===== config.mk =====
export PLATFORM = sky130hd
export DESIGN_NAME = gwoc_top
export DESIGN_NICKNAME = d
export VERILOG_FILES = /design/src/common/gwoc_pkg.sv /design/src/hw/gwoc_top.sv
export VERILOG_INCLUDE_DIRS = /design/src /design/src/common
export SDC_FILE = /design/constraint.sdc
export NUM_CORES = 1
export LEC_CHECK = 0
export BUFFER_PORTS_ARGS = -buffer_cell sky130_fd_sc_hd__buf_2
export CAP_MARGIN = 20
export CORE_UTILIZATION = 38
export DETAILED_ROUTE_END_ITERATION = 6
export HOLD_SLACK_MARGIN = 0.15
export PLACE_DENSITY = 0.6
export SLEW_MARGIN = 20
export SYNTH_ARGS = -nofsm -noshare
export SYNTH_HDL_FRONTEND = slang
export SYNTH_SLANG_ARGS = --single-unit

===== constraint.sdc =====
create_clock -name aclk -period 4.2 [get_ports aclk]
set_input_delay 0.42 -clock aclk [delete_from_list [all_inputs] [get_ports aclk]]
set_output_delay 0.42 -clock aclk [all_outputs]
set_load 0.01 [all_outputs]

===== src/common/gwoc_consts.svh =====
`ifndef GWOC_CONSTS_SVH
`define GWOC_CONSTS_SVH

`define GWOC_ADDR_W          6
`define GWOC_REG_CTRL        6'h00
`define GWOC_REG_PHASE       6'h04
`define GWOC_REG_PERIOD      6'h08
`define GWOC_REG_IDLE        6'h0C
`define GWOC_REG_STATUS      6'h10
`define GWOC_REG_CMD         6'h14
`define GWOC_CTRL_RESET      32'h00000000
`define GWOC_PERIOD_RESET    32'h00000064
`define GWOC_PHASE_W         16
`define GWOC_HALF_TURN       16'h8000
`define GWOC_PHASE_STEP      16'h0100
`define GWOC_FULL_SCALE      16'h7FFF
`define GWOC_RESP_OKAY       2'b00
`define GWOC_RESP_SLVERR     2'b10
`define GWOC_CMD_TRIG_BIT    0
`define GWOC_CMD_SOFT_BIT    1
`define GWOC_CMD_HARD_BIT    2
`define GWOC_SYNC_PULSE_LEN  8'h04

`endif


===== src/common/gwoc_pkg.sv =====
package gwoc_pkg;

    typedef enum logic [1:0] {
        GWOC_SRC_INT = 2'h0,
        GWOC_SRC_EXT = 2'h1
    } gwoc_src_t;

    typedef enum logic [1:0] {
        GWOC_POL_OFF = 2'h0,
        GWOC_POL_POS = 2'h1,
        GWOC_POL_NEG = 2'h2
    } gwoc_pol_t;

    typedef enum logic [1:0] {
        GWOC_BM_GATE = 2'h0,
        GWOC_BM_TRIG = 2'h1
    } gwoc_bm_t;

    typedef enum logic [2:0] {
        GWOC_AUX_OFF  = 3'h0,
        GWOC_AUX_SYNC = 3'h1,
        GWOC_AUX_BRST = 3'h2,
        GWOC_AUX_MSYN = 3'h3,
        GWOC_AUX_WAVE = 3'h4
    } gwoc_aux_t;

    typedef enum logic [2:0] {
        GWOC_ST_IDLE = 3'b001,
        GWOC_ST_RUN  = 3'b010,
        GWOC_ST_STOP = 3'b100
    } gwoc_state_t;

    typedef struct packed {
        logic [5:0]  addr;
        logic [31:0] data;
        logic [3:0]  strb;
    } gwoc_wreq_t;

    typedef struct packed {
        logic       wave_is_dc;
        logic       wave_is_noise;
        logic       mod_on;
        logic       mod_internal;
    } gwoc_wave_cfg_t;

endpackage


===== src/hw/gwoc_top.sv =====
// Behaviour
// RULE1 - Gate mode runs only while gate on
// RULE2 - Whole-cycle unit halts at start/stop angle
// RULE3 - Half unit halts at angle or +180
// RULE4 - Internal timer gate is 50% square
// RULE5 - Manual key forces gate on
// RULE6 - Gate mode ignores programmed trigger delay
// RULE7 - DC waveform disables gate oscillation
// RULE8 - Noise follows gate exactly, no boundary
// RULE9 - Noise always holds idle percentage level
// RULE10 - Burst flag low running, high stopped
// RULE11 - Reference pulse rises at reference phase
// RULE12 - Aux output off holds low
// RULE13 - Aux choices depend on modulation mode
// RULE14 - Idle level from angle or percentage
// RULE15 - Triggered lamp lit while gate on
// RULE16 - Remote emulation: trigger burst, inf, zero delay
// RULE17 - Soft close to boundary, hard close immediately
// RULE18 - Remote trigger accepted from any source
// RULE19 - Rewriting trigger burst stops immediately
// RULE20 - Outside gate polarity, off disables
// RULE21 - No direct remote gate level
// RULE22 - Outside gate two-stage synchronised
// RULE23 - Outside input treated as logic level
//
// Added by the designer: the AXI4-Lite slave port and the register addresses.
`timescale 1ns/1ps
`include "gwoc_consts.svh"

module gwoc_top (
    input  wire logic                   aclk,
    input  wire logic                   aresetn,
    input  wire logic [5:0]             s_axi_awaddr,
    input  wire logic                   s_axi_awvalid,
    output logic                        s_axi_awready,
    input  wire logic [31:0]            s_axi_wdata,
    input  wire logic [3:0]             s_axi_wstrb,
    input  wire logic                   s_axi_wvalid,
    output logic                        s_axi_wready,
    output logic [1:0]                  s_axi_bresp,
    output logic                        s_axi_bvalid,
    input  wire logic                   s_axi_bready,
    input  wire logic [5:0]             s_axi_araddr,
    input  wire logic                   s_axi_arvalid,
    output logic                        s_axi_arready,
    output logic [31:0]                 s_axi_rdata,
    output logic [1:0]                  s_axi_rresp,
    output logic                        s_axi_rvalid,
    input  wire logic                   s_axi_rready,
    input  wire gwoc_pkg::gwoc_wave_cfg_t wave_cfg,
    input  wire logic                   ext_gate_in,
    input  wire logic                   manual_key,
    input  wire logic                   aux_waveform_bit,
    input  wire logic                   mod_marker_bit,
    input  wire logic                   mod_wave_bit,
    output logic                        osc_enable,
    output logic [15:0]                 osc_phase,
    output logic                        hold_idle,
    output logic [15:0]                 idle_level,
    output logic                        sync_sub_out,
    output logic                        triggered_lamp
);
    import gwoc_pkg::*;

    // Control register fields.
    logic [31:0] ctrl;
    logic [15:0] start_phase;
    logic [31:0] trig_period;
    logic [15:0] idle_pct;
    logic [31:0] trig_delay;
    wire logic        burst_enable          = ctrl[0];
    wire gwoc_bm_t    burst_behaviour_select = gwoc_bm_t'(ctrl[2:1]);
    wire logic        halt_granularity      = ctrl[3];
    wire logic        idle_level_override   = ctrl[4];
    wire gwoc_src_t   gate_src              = gwoc_src_t'(ctrl[6:5]);
    wire gwoc_pol_t   ext_pol               = gwoc_pol_t'(ctrl[8:7]);
    wire gwoc_aux_t   auxiliary_output_select = gwoc_aux_t'(ctrl[11:9]);

    // AXI write path: address and data may arrive in either order.
    logic        aw_held;
    logic        w_held;
    gwoc_wreq_t  wreq;
    wire logic   aw_take = s_axi_awvalid && s_axi_awready;
    wire logic   w_take  = s_axi_wvalid && s_axi_wready;
    wire logic   do_write = aw_held && w_held && !s_axi_bvalid;
    wire logic   wr_ctrl  = do_write && (wreq.addr == `GWOC_REG_CTRL);
    wire logic   wr_phase = do_write && (wreq.addr == `GWOC_REG_PHASE);
    wire logic   wr_per   = do_write && (wreq.addr == `GWOC_REG_PERIOD);
    wire logic   wr_idle  = do_write && (wreq.addr == `GWOC_REG_IDLE);
    wire logic   wr_cmd   = do_write && (wreq.addr == `GWOC_REG_CMD);
    wire logic   wr_stat  = do_write && (wreq.addr == `GWOC_REG_STATUS);
    wire logic   wr_ok    = wr_ctrl || wr_phase || wr_per || wr_idle || wr_cmd || wr_stat;
    wire logic [31:0] next_ctrl;
    genvar gi;
    generate
        for (gi = 0; gi < 4; gi = gi + 1) begin : g_lane
            assign next_ctrl[gi*8 +: 8] = wreq.strb[gi] ? wreq.data[gi*8 +: 8] : ctrl[gi*8 +: 8];
        end
    endgenerate
    wire logic cmd_trig = wr_cmd && wreq.strb[0] && wreq.data[`GWOC_CMD_TRIG_BIT];
    wire logic cmd_soft = wr_cmd && wreq.strb[0] && wreq.data[`GWOC_CMD_SOFT_BIT];
    wire logic cmd_hard = wr_cmd && wreq.strb[0] && wreq.data[`GWOC_CMD_HARD_BIT];
    // A rewrite of trigger-burst mode while a burst runs acts as a hard stop.
    wire logic rewrite_trig = wr_ctrl && wreq.strb[0] &&
                              (gwoc_bm_t'(wreq.data[2:1]) == GWOC_BM_TRIG);

    always_ff @(posedge aclk) begin
        if (!aresetn) begin
            aw_held       <= 1'b0;
            w_held        <= 1'b0;
            wreq          <= '0;
            s_axi_awready <= 1'b0;
            s_axi_wready  <= 1'b0;
            s_axi_bvalid  <= 1'b0;
            s_axi_bresp   <= `GWOC_RESP_OKAY;
        end else begin
            s_axi_awready <= !aw_held && !aw_take;
            s_axi_wready  <= !w_held && !w_take;
            if (aw_take) begin
                aw_held   <= 1'b1;
                wreq.addr <= s_axi_awaddr;
            end
            if (w_take) begin
                w_held    <= 1'b1;
                wreq.data <= s_axi_wdata;
                wreq.strb <= s_axi_wstrb;
            end
            if (do_write) begin
                aw_held      <= 1'b0;
                w_held       <= 1'b0;
                s_axi_bvalid <= 1'b1;
                s_axi_bresp  <= wr_ok ? `GWOC_RESP_OKAY : `GWOC_RESP_SLVERR;
            end else if (s_axi_bvalid && s_axi_bready) begin
                s_axi_bvalid <= 1'b0;
            end
        end
    end

    // Register storage.
    always_ff @(posedge aclk) begin
        if (!aresetn) begin
            ctrl        <= `GWOC_CTRL_RESET;
            start_phase <= '0;
            trig_period <= `GWOC_PERIOD_RESET;
            idle_pct    <= '0;
            trig_delay  <= '0;
        end else begin
            if (wr_ctrl) ctrl <= next_ctrl;
            if (wr_phase) start_phase <= wreq.data[15:0];
            if (wr_per) trig_period <= wreq.data;
            if (wr_idle) idle_pct <= wreq.data[15:0];
            if (wr_stat) trig_delay <= wreq.data;
        end
    end

    // Outside gate: two-stage synchroniser, then polarity.
    logic ext_s1;
    logic ext_s2;
    always_ff @(posedge aclk) begin
        if (!aresetn) begin
            ext_s1 <= 1'b0;
            ext_s2 <= 1'b0;
        end else begin
            ext_s1 <= ext_gate_in; // RULE22
            ext_s2 <= ext_s1;      // RULE22
        end
    end
    wire logic ext_gate = (ext_pol == GWOC_POL_POS) ? ext_s2 :          // RULE20 RULE23
                          (ext_pol == GWOC_POL_NEG) ? !ext_s2 : 1'b0;

    // Internal trigger timer: toggles each half period for 50% duty.
    logic [31:0] tmr_cnt;
    logic        int_gate;
    wire logic [31:0] half_per = {1'b0, trig_period[31:1]};
    always_ff @(posedge aclk) begin
        if (!aresetn) begin
            tmr_cnt  <= '0;
            int_gate <= 1'b0;
        end else if (tmr_cnt + 32'h1 >= half_per) begin
            tmr_cnt  <= '0;
            int_gate <= !int_gate; // RULE4
        end else begin
            tmr_cnt <= tmr_cnt + 32'h1;
        end
    end

    // Gate comes only from timer, outside input or key; no remote gate level exists.
    wire logic src_gate = (gate_src == GWOC_SRC_INT) ? int_gate : ext_gate; // RULE21
    wire logic gate_on  = src_gate || manual_key;                           // RULE5
    wire logic gate_mode = burst_enable && (burst_behaviour_select == GWOC_BM_GATE);
    wire logic trig_mode = burst_enable && (burst_behaviour_select == GWOC_BM_TRIG);

    // Oscillation sequencer. Gate mode starts with no delay beyond one cycle,
    // since the programmed trigger delay is never consulted here.
    gwoc_state_t state;
    gwoc_state_t next_state;
    wire logic [15:0] next_phase = osc_phase + `GWOC_PHASE_STEP;
    wire logic [15:0] half_phase = start_phase + `GWOC_HALF_TURN;
    wire logic cross_start = (osc_phase - start_phase) > (next_phase - start_phase);
    wire logic cross_half  = (osc_phase - half_phase) > (next_phase - half_phase);
    wire logic at_boundary = cross_start || (halt_granularity && cross_half); // RULE2 RULE3
    wire logic run_req = (gate_mode && gate_on) || (trig_mode && cmd_trig);   // RULE6 RULE18 RULE16
    wire logic hard_stop = !burst_enable || wave_cfg.wave_is_dc ||            // RULE7
                           (wave_cfg.wave_is_noise && gate_mode && !gate_on) || // RULE8
                           cmd_hard || (trig_mode && rewrite_trig);           // RULE17 RULE19
    logic soft_stop_req;

    always_comb begin
        next_state = state;
        case (state)
            GWOC_ST_IDLE: begin
                if (run_req && !hard_stop) next_state = GWOC_ST_RUN;
            end
            GWOC_ST_RUN: begin
                if (hard_stop) next_state = GWOC_ST_IDLE;
                else if ((gate_mode && !gate_on) || cmd_soft || soft_stop_req)
                    next_state = GWOC_ST_STOP; // RULE1 RULE17
            end
            GWOC_ST_STOP: begin
                if (hard_stop || at_boundary) next_state = GWOC_ST_IDLE; // RULE2 RULE3
            end
            default: next_state = GWOC_ST_IDLE;
        endcase
    end

    wire logic running = (state != GWOC_ST_IDLE);
    always_ff @(posedge aclk) begin
        if (!aresetn) begin
            state         <= GWOC_ST_IDLE;
            osc_phase     <= '0;
            soft_stop_req <= 1'b0;
        end else begin
            state         <= next_state;
            soft_stop_req <= cmd_soft && (state == GWOC_ST_IDLE);
            if (next_state == GWOC_ST_IDLE)
                osc_phase <= start_phase; // RULE3 RULE14
            else if (running)
                osc_phase <= next_phase;
        end
    end

    // Idle level and control outputs.
    wire logic use_pct = idle_level_override || wave_cfg.wave_is_noise; // RULE9 RULE14
    logic [7:0] sync_cnt;
    wire logic ref_hit = running && cross_start; // RULE11
    wire logic mod_int = wave_cfg.mod_on && wave_cfg.mod_internal;
    logic next_aux;
    always_comb begin
        next_aux = 1'b0;
        case (auxiliary_output_select)
            GWOC_AUX_SYNC: next_aux = ref_hit || (sync_cnt != 8'h00);                // RULE11
            // Follows next_state so the flag changes on the same edge as osc_enable.
            GWOC_AUX_BRST: next_aux = (next_state == GWOC_ST_IDLE);                  // RULE10
            GWOC_AUX_MSYN: next_aux = mod_int && mod_marker_bit;                     // RULE13
            GWOC_AUX_WAVE: next_aux = mod_int ? mod_wave_bit : aux_waveform_bit;     // RULE13
            default:       next_aux = 1'b0;                                          // RULE12
        endcase
    end

    always_ff @(posedge aclk) begin
        if (!aresetn) begin
            osc_enable     <= 1'b0;
            hold_idle      <= 1'b1;
            idle_level     <= '0;
            sync_sub_out   <= 1'b0;
            triggered_lamp <= 1'b0;
            sync_cnt       <= '0;
        end else begin
            osc_enable     <= (next_state != GWOC_ST_IDLE);  // RULE1
            hold_idle      <= (next_state == GWOC_ST_IDLE);
            idle_level     <= use_pct ? idle_pct : 16'h0000; // RULE9 RULE14
            sync_sub_out   <= next_aux;
            triggered_lamp <= gate_mode && gate_on;          // RULE15
            if (ref_hit) sync_cnt <= `GWOC_SYNC_PULSE_LEN;
            else if (sync_cnt != 8'h00) sync_cnt <= sync_cnt - 8'h01;
        end
    end

    // AXI read path.
    wire logic [31:0] status_word = {26'h0, state, running, gate_on, 1'b0};
    wire logic [31:0] rd_mux =
        (s_axi_araddr == `GWOC_REG_CTRL)   ? ctrl :
        (s_axi_araddr == `GWOC_REG_PHASE)  ? {16'h0, start_phase} :
        (s_axi_araddr == `GWOC_REG_PERIOD) ? trig_period :
        (s_axi_araddr == `GWOC_REG_IDLE)   ? {16'h0, idle_pct} :
        (s_axi_araddr == `GWOC_REG_STATUS) ? status_word : 32'h0;
    wire logic rd_ok = (s_axi_araddr == `GWOC_REG_CTRL) || (s_axi_araddr == `GWOC_REG_PHASE) ||
                       (s_axi_araddr == `GWOC_REG_PERIOD) || (s_axi_araddr == `GWOC_REG_IDLE) ||
                       (s_axi_araddr == `GWOC_REG_STATUS) || (s_axi_araddr == `GWOC_REG_CMD);
    always_ff @(posedge aclk) begin
        if (!aresetn) begin
            s_axi_arready <= 1'b0;
            s_axi_rvalid  <= 1'b0;
            s_axi_rdata   <= '0;
            s_axi_rresp   <= `GWOC_RESP_OKAY;
        end else begin
            s_axi_arready <= !s_axi_rvalid && !s_axi_arready;
            if (s_axi_arvalid && s_axi_arready) begin
                s_axi_rvalid <= 1'b1;
                s_axi_rdata  <= rd_mux;
                s_axi_rresp  <= rd_ok ? `GWOC_RESP_OKAY : `GWOC_RESP_SLVERR;
            end else if (s_axi_rvalid && s_axi_rready) begin
                s_axi_rvalid <= 1'b0;
            end
        end
    end

endmodule


==> out/qor.yml, run 1 <==
run_status:
  outcome: "completed"
sta:
  finalCritPeriodShare_pct: 95.85
  fin_worst_skew_ns: 0.009696
  tightestPinTransition_ns: 1.101
  period_minus_slack_ns: 4.026
  fmax_mhz: 248.4
  slew_headroom_pct: 25.56
  setup_viol: 0
  drv_slew: 0
  rsz0062_at_grt: "yes"
  hold_violations: 0
  setup_slack_ns: 0.1744
global_route:
  grt_pass1_vias: 10130
  grt_overflow: 0
  antenna_found_initial: 0
  grt_pass1_wl_microns: 55270
  grt_usage_pct: 20.83
  grt_max_degree: 59
pwr:
  powerDensity_nw_per_um2: 379.0
  power_switching_share_pct: 24.30
  vdd_drop_max_uv: 268.0
  power.leakage_nw: 5.925
  p_int_mw: 4.266
  p_seq_share_pct: 46.7
  pwr-share-clk_pct: 45.8
  switchingPower_mw: 1.369
  power.share.combinational_pct: 7.5
logic_synthesis:
  yosysSeqAreaShare_pct: 43.54
  ys_seq_elements: 262
  synth_warnings: 0
  ys.flop_type: "dfxtp_1"
  syn-cell-area_sq_um: 12050
  syn_avg_cell_area_sq_um: 8.211
  ys_async_sr_fraction_pct: 0
  synth.distinct_cells: 63
  synthCells: 1467
  synth_edf_count: 0
clocking:
  clk_latency_ns: 0.55
  clockBufferDepth: 3
  htree_levels: 1
  cts_buffers: 29
  clk_pin_slew_ns: 0.07
  cts_tree: "yes"
  cts-root-buf: "clkbuf_16"
  cts.sinks: 262
min_path:
  min_delay_path_depth: 3
  min_delay_worst_endpoint: "wreq[17]$_SDFFE_PN0P_"
  min_from: "s_axi_wdata[13]"
  min_path_type: "in -> reg"
place:
  io_buffers: 138
  place_congestion: 0.8702
  dp_hpwl_microns: 24240
  dp_slack_ns: -0.03723
finish:
  diodes: 0
  nets: 1768
  layout_common_cells: "nand2_1, dfxtp_1, a21oi_1"
  areaGrowthSynthToFinish_pct: 23.44
  drive_gt1_share_pct: 17.08
  utilization_pct: 48.11
  final_common_cell: "nand2_1"
die:
  start_util_pct: 38.97
  chipWidth_microns: 180.0
  boundaryPins: 141
  die_y_microns: 180.0
  dieArea_sq_um: 32410
  core_area_sq_um: 30910
  rows: 64
setup_path:
  crit_path_start_kind: "register"
  regToRegSetupSlack_ns: 0.17
  crit_type: "reg -> reg"
  cp-end-kind: "register"
  worstPathArrival_ns: 4.51
  cp_max_fo: 5
  reg2reg_from: "start_phase[2]$_SDFFE_PN0P_"
  reg2reg_depth: 17
  required_ns: 4.69
  reg2reg_to: "sync_cnt[3]$_SDFFE_PP0P_"
route:
  drtIter0Drc: 735
  via_count: 10820
  firstDrtPassIters: 5
  final_antenna_net_count: 0
  routed_wl_microns: 34700
  viasPerCell: 5.254
  wire_per_inst_microns: 16.85
  route.detailed.drc: 0
job:
  cap_violations: 0
## power by group through the flow
stage	sequential [mW]	combinational (mW)	clock, mW
after CTS	2.63	0.423	2.61
after global routing	2.64	0.474	2.73
final	2.63	0.424	2.58
after detailed placement	2.68	0.387	0
after floorplan	2.66	0.271	0
after global placement	2.68	0.382	0
## cell type report
class,count,area [sq um]
Timing Repair Buffer,225,1488
Fill cell,3019,16040
Sequential cell,262,5256
Clock buffer,42,854.6
Tap cell,396,495.5
Clock inverter,11,117.6
Multi-Input combinational cell,1058,6409
Inverter,65,249.0
## stage by stage
stage	hold slack (ns)	area [sq um]	power (mW)	std cells	TNS, ns
finish	0.2045	14870	5.635	2059	0
global route	0.2135	14870	5.839	2059	-1.091
CTS	0.1970	14660	5.669	2057	0
detailed placement	0.4169	13230	3.072	1960	-0.1309
global placement	0.4165	13230	3.065	1960	0
floorplan	0.4119	12050	2.931	1469	0
## Yosys cell counts (all sizes together) (4+ instances only)
master	instances	area share (%)
a22oi	6	0.37
inv	65	2.0
a21o	13	0.81
nor3	40	1.7
and2	23	1.2
nor2b	11	0.57
nor4	5	0.38
dfxtp	262	44
buf	11	0.54
a211o	5	0.36
ha	63	6.5
nand2b	10	0.52
xnor2	36	2.6
a221oi	19	1.4
mux2i	30	2.5
and3	39	2.0
nor4b	4	0.39
clkbuf	73	2.3
xor2	20	1.5
a211oi	10	0.83
nand2	274	8.6
or3	7	0.36
nor2	91	2.9
o211ai	5	0.31
o221ai	7	0.51
o21ai	26	1.1
nand4	10	0.52
a21oi	185	7.7
a31oi	6	0.31
nand3	70	2.9
or2	8	0.42
## flip-flops by register name, indices dropped and copies added, names as in the netlist, 32 cells and up
signal and flops:
trig_period 32, ctrl 32, s_axi_rdata 32, tmr_cnt 32, wreq 42
## metal layers
metal | global-route usage [%] | vias to the layer above | wire (microns)
met5 | 0 | - | 0
li1 | - | 5391 | -
met2 | 32.06 | 302 | 14970
met3 | 3.739 | 45 | 2316
met4 | 4.889 | 0 | 590
met1 | 30.08 | 5080 | 16820
## what timing repair did
item                                    in CTS  in global routing
buffers inserted                             0                  1
endpoints found under the hold margin       44                  0
hold buffers                                44                  0
gates cloned                                 0                  1
resized for setup                            3                 38
pin swaps                                    1                 17
endpoints found under the setup margin      15                 52
## critical path: stages, from the launching register on
cell      delay [ns]
dfxtp_1         0.32
inv_1           0.07
ha_4            0.27
nand2_1         0.08
o21ai_4         0.18
a31oi_4         0.14
o41ai_2         0.35
and2_1          0.23
o21a_1          0.17
nor2_1          0.06
ha_1            0.31
a211oi_1        0.29
o311ai_0        0.28
o21ai_0         0.41
a31oi_2         0.19
nand2b_1        0.21
nand2b_1        0.25
a21oi_1         0.14
## how the worst max path moves through the flow
stage                                start                        end  slack (ns)
6_report       start_phase[2]$_SDFFE_PN0P_   sync_cnt[3]$_SDFFE_PP0P_        0.17
3_5_place_dp   start_phase[2]$_SDFFE_PN0P_    sync_sub_out$_SDFF_PN0_       -0.04
4_1_cts        start_phase[4]$_SDFFE_PN0P_  osc_phase[4]$_SDFFE_PN0P_       0.007
2_1_floorplan  start_phase[4]$_SDFFE_PN0P_  osc_phase[1]$_SDFFE_PN0P_        0.16
5_1_grt          osc_phase[4]$_SDFFE_PN0P_  osc_phase[4]$_SDFFE_PN0P_        -0.1
3_3_place_gp   start_phase[4]$_SDFFE_PN0P_    sync_sub_out$_SDFF_PN0_        0.02
## logic make-up (layout without fill, tap and decap cells)
family	Yosys count	count (layout)	synth area share [%]
compound gates	302	302	15.24
xor+xnor	56	56	4.072
fa+ha+maj	63	63	6.544
buf+inv	149	343	4.840
flops	262	262	43.54
mux	31	31	2.586
other cells	1	3	0.03113
simple gates	603	603	23.14
No activity file was read; power rests on OpenSTA's default activity.
==> inputs of run 2 (changes only) <==
--- a/config.mk
+++ b/config.mk
@@ -11,7 +11,7 @@
 export CORE_UTILIZATION = 38
 export DETAILED_ROUTE_END_ITERATION = 6
 export HOLD_SLACK_MARGIN = 0.15
-export PLACE_DENSITY = 0.6
+export PLACE_DENSITY = 0.58
 export SLEW_MARGIN = 20
 export SYNTH_ARGS = -nofsm -noshare
 export SYNTH_HDL_FRONTEND = slang
==> constraint.sdc (replaced) <==
create_clock -name aclk -period 4.4 [get_ports aclk]
set_input_delay 0.44 -clock aclk [delete_from_list [all_inputs] [get_ports aclk]]
set_output_delay 0.44 -clock aclk [all_outputs]
set_load 0.01 [all_outputs]
==> run 2 against run 1 <==
Against the previous run:
- cell count is 0.83% lower
- clock skew is 0.016 ns higher
- sequential share of layout area is 0.41 points higher
- routed wire length is 1.4% higher
- critical path type unchanged
- via count is 1.1% lower
- die area stayed put
- combinational power is 5.2% lower
- power is 3.6% lower
- sequential cell count stayed put
==> out/qor.yml, run 2 (same netlist as run 1, synthesis figures left out) <==
setup_path:
  reg2reg_from: "osc_phase[4]$_SDFFE_PN0P_"  # was start_phase[2]$_SDFFE_PN0P_
  path_buf_inv: 1  # unchanged
  crit_path_start_kind: "register"  # unchanged
  worstSetupStartpoint: "osc_phase[4]$_SDFFE_PN0P_"  # was start_phase[2]$_SDFFE_PN0P_
  crit_family: "compound AO/OA/AOI/OAI gates"  # unchanged
  path_depth: 20  # was 17
  crit_chain: "ha_4 > a211oi_2 > o21ai_1 > a31oi_4 > o41ai_2 > and2_1 > o21a_1 > o21a_1 > o31a_1 > xor2_1 > ha_1 > a21oi_2 > nor2_1 > and2_1 > o21ai_0 > nand2_1 > a21boi_4 > clkbuf_16 > mux2i_1 > nor2_1"  # was inv_1 > ha_4 > nand2_1 > o21ai_4 > a31oi_4 > o41ai_2 > and2_1 > o21a_1 > nor2_1 > ha_1 > a211oi_1 > o311ai_0 > o21ai_0 > a31oi_2 > nand2b_1 > nand2b_1 > a21oi_1
  required_ns: 4.83  # was 4.69 ns
  setup.worst_path.end: "osc_phase[3]$_SDFFE_PN0P_"  # was sync_cnt[3]$_SDFFE_PP0P_
  crit_type: "reg -> reg"  # unchanged
  cp-end-kind: "register"  # unchanged
  cp_max_fo: 5  # unchanged
  slowest_stage: "dfxtp_1"  # was o21ai_0
  regToRegSetupSlack_ns: 0.24  # was 0.17 ns
  reg2reg_to: "osc_phase[3]$_SDFFE_PN0P_"  # was sync_cnt[3]$_SDFFE_PP0P_
  cpPeakStageDelay_ns: 0.39  # was 0.41 ns
  worstPathArrival_ns: 4.59  # was 4.51 ns
  reg2reg_depth: 20  # was 17
finish:
  top_register: "wreq"  # unchanged
  diodes: 0  # unchanged
  fin_area_sq_um: 14670  # was 14870 sq um
  final_common_cell: "nand2_1"  # unchanged
  final_cells: 2042  # was 2059
  nets: 1752  # was 1768
  drive_gt1_share_pct: 14.88  # was 17.08%
  fill_cells: 3038  # was 3019
  multi_input_area_sq_um: 6301  # was 6409 sq um
  layout_common_cells: "nand2_1, dfxtp_1, a21oi_1"  # unchanged
  regArea_sq_um: 5245  # was 5256 sq um
  areaGrowthSynthToFinish_pct: 21.78  # was 23.44%
  largest_register_ffs: 42  # unchanged
route:
  wire_per_inst_microns: 17.23  # was 16.85 microns
  route.detailed.drc: 0  # unchanged
  final_antenna_net_count: 0  # unchanged
  drtIter0Drc: 756  # was 735
  firstDrtPassIters: 5  # unchanged
  via_count: 10700  # was 10820
  viasPerCell: 5.240  # was 5.254
  routed_wl_microns: 35180  # was 34700 microns
die:
  core_area_sq_um: 30910  # unchanged
  rows: 64  # unchanged
  dieArea_sq_um: 32410  # unchanged
  chipWidth_microns: 180.0  # unchanged
  die_y_microns: 180.0  # unchanged
  boundaryPins: 141  # unchanged
  start_util_pct: 38.97  # unchanged
pwr:
  power.leakage_nw: 5.839  # was 5.925 nW
  powerDensity_nw_per_um2: 370.4  # was 379.0 nW/um^2
  vdd_drop_max_uv: 303.8  # was 268.0 uV
  report.power.total_mw: 5.434  # was 5.635 mW
sta:
  fin_worst_skew_ns: 0.02578  # was 0.009696 ns
  drv_slew: 0  # unchanged
  tightestPinTransition_ns: 0.9032  # was 1.101 ns
  hold_violations: 0  # unchanged
  finalCritPeriodShare_pct: 94.50  # was 95.85%
  tns_ns: 0  # unchanged
  fin_hold_ws_ns: 0.1812  # was 0.2045 ns
  setup_viol: 0  # unchanged
  slew_headroom_pct: 38.94  # was 25.56%
  fmax_mhz: 240.5  # was 248.4 MHz
  period_minus_slack_ns: 4.158  # was 4.026 ns
global_route:
  grt_overflow: 0  # unchanged
  antenna_found_initial: 0  # unchanged
  grt_max_degree: 100  # was 59
  top_usage_layer: "met2"  # unchanged
  grt_pass1_wl_microns: 55160  # was 55270 microns
  grt_usage_pct: 21.17  # was 20.83%
  grt_util_met2_pct: 32.68  # was 32.06%
  grt_pass1_vias: 9906  # was 10130
  met3_usage_pct: 3.314  # was 3.739%
  grt_use_met1_pct: 30.99  # was 30.08%
place:
  io_buffers: 138  # unchanged
  place_congestion: 0.8412  # was 0.8702
  dp_cells: 1941  # was 1960
  dp_hpwl_microns: 24600  # was 24240 microns
  place_area_sq_um: 13120  # was 13230 sq um
clocking:
  clk_pin_slew_ns: 0.06  # was 0.07 ns
  clockBufferDepth: 3  # unchanged
  cts.sinks: 262  # unchanged
  cts-root-buf: "clkbuf_16"  # unchanged
  cts_tree: "yes"  # unchanged
  cts_buffers: 29  # unchanged
  htree_levels: 1  # unchanged
  clk_latency_ns: 0.56  # was 0.55 ns
job:
  cap_violations: 0  # unchanged
min_path:
  min_path_type: "in -> reg"  # unchanged
run_status:
  outcome: "completed"  # unchanged
[run 2: final cells by class]
cell class | instances | share of cell area, %
flip-flops and latches | 262 | 35.76
multi-input cells | 1058 | 42.95
clock inverters | 13 | 1.288
inverters | 65 | 1.697
repair buffers | 209 | 9.451
well taps | 396 | 3.378
clock buffers | 39 | 5.476
[run 2: metrics by stage]
step	util, %	setup slack (ns)
after floorplan	-	0.3579
after global placement	42.43	0.07241
after detailed placement	42.43	-0.001411
after CTS	47.06	0.01963
after global routing	47.46	-0.007866
final	47.46	0.2421
[run 2: timing repair]
action	4_1_cts	5_1_grt
hold buffers	43	0
hold endpoints to repair	43	0
resized for setup	1	12
setup buffers	0	5
setup endpoints to repair	15	25
pin swaps	0	5
cloned	0	1
[run 2: worst min-delay path: stages]
cell     delay (ns)
buf_2          0.10
nand2_1        0.09
a21oi_1        0.07
[run 2: metal layers]
| layer | up-vias | share of wire [%] |
|---|---|---|
| li1 | 5352 | - |
| met1 | 4978 | 49 |
| met2 | 329 | 44 |
| met3 | 42 | 6.2 |
| met4 | 0 | 1.6 |
| met5 | - | 0 |
[run 2: where the power goes]
group / switching (mW) / internal [mW]
logic: 0.232 / 0.169
clock network: 1.00 / 1.52
registers: 0.0742 / 2.44
[run 2: worst min-delay path by stage]
stage                       from                        end  slack [ns]  depth (start not counted)
6_report          s_axi_wdata[8]      wreq[12]$_SDFFE_PN0P_        0.18                          3
3_5_place_dp   ext_s1$_SDFF_PN0_          ext_s2$_SDFF_PN0_        0.43                          1
3_3_place_gp   ext_s1$_SDFF_PN0_          ext_s2$_SDFF_PN0_        0.42                          1
4_1_cts           s_axi_wdata[8]      wreq[12]$_SDFFE_PN0P_        0.16                          3
5_1_grt             s_axi_rready  s_axi_rvalid$_SDFFE_PN0P_        0.18                          3
2_1_floorplan  ext_s1$_SDFF_PN0_          ext_s2$_SDFF_PN0_        0.41                          1
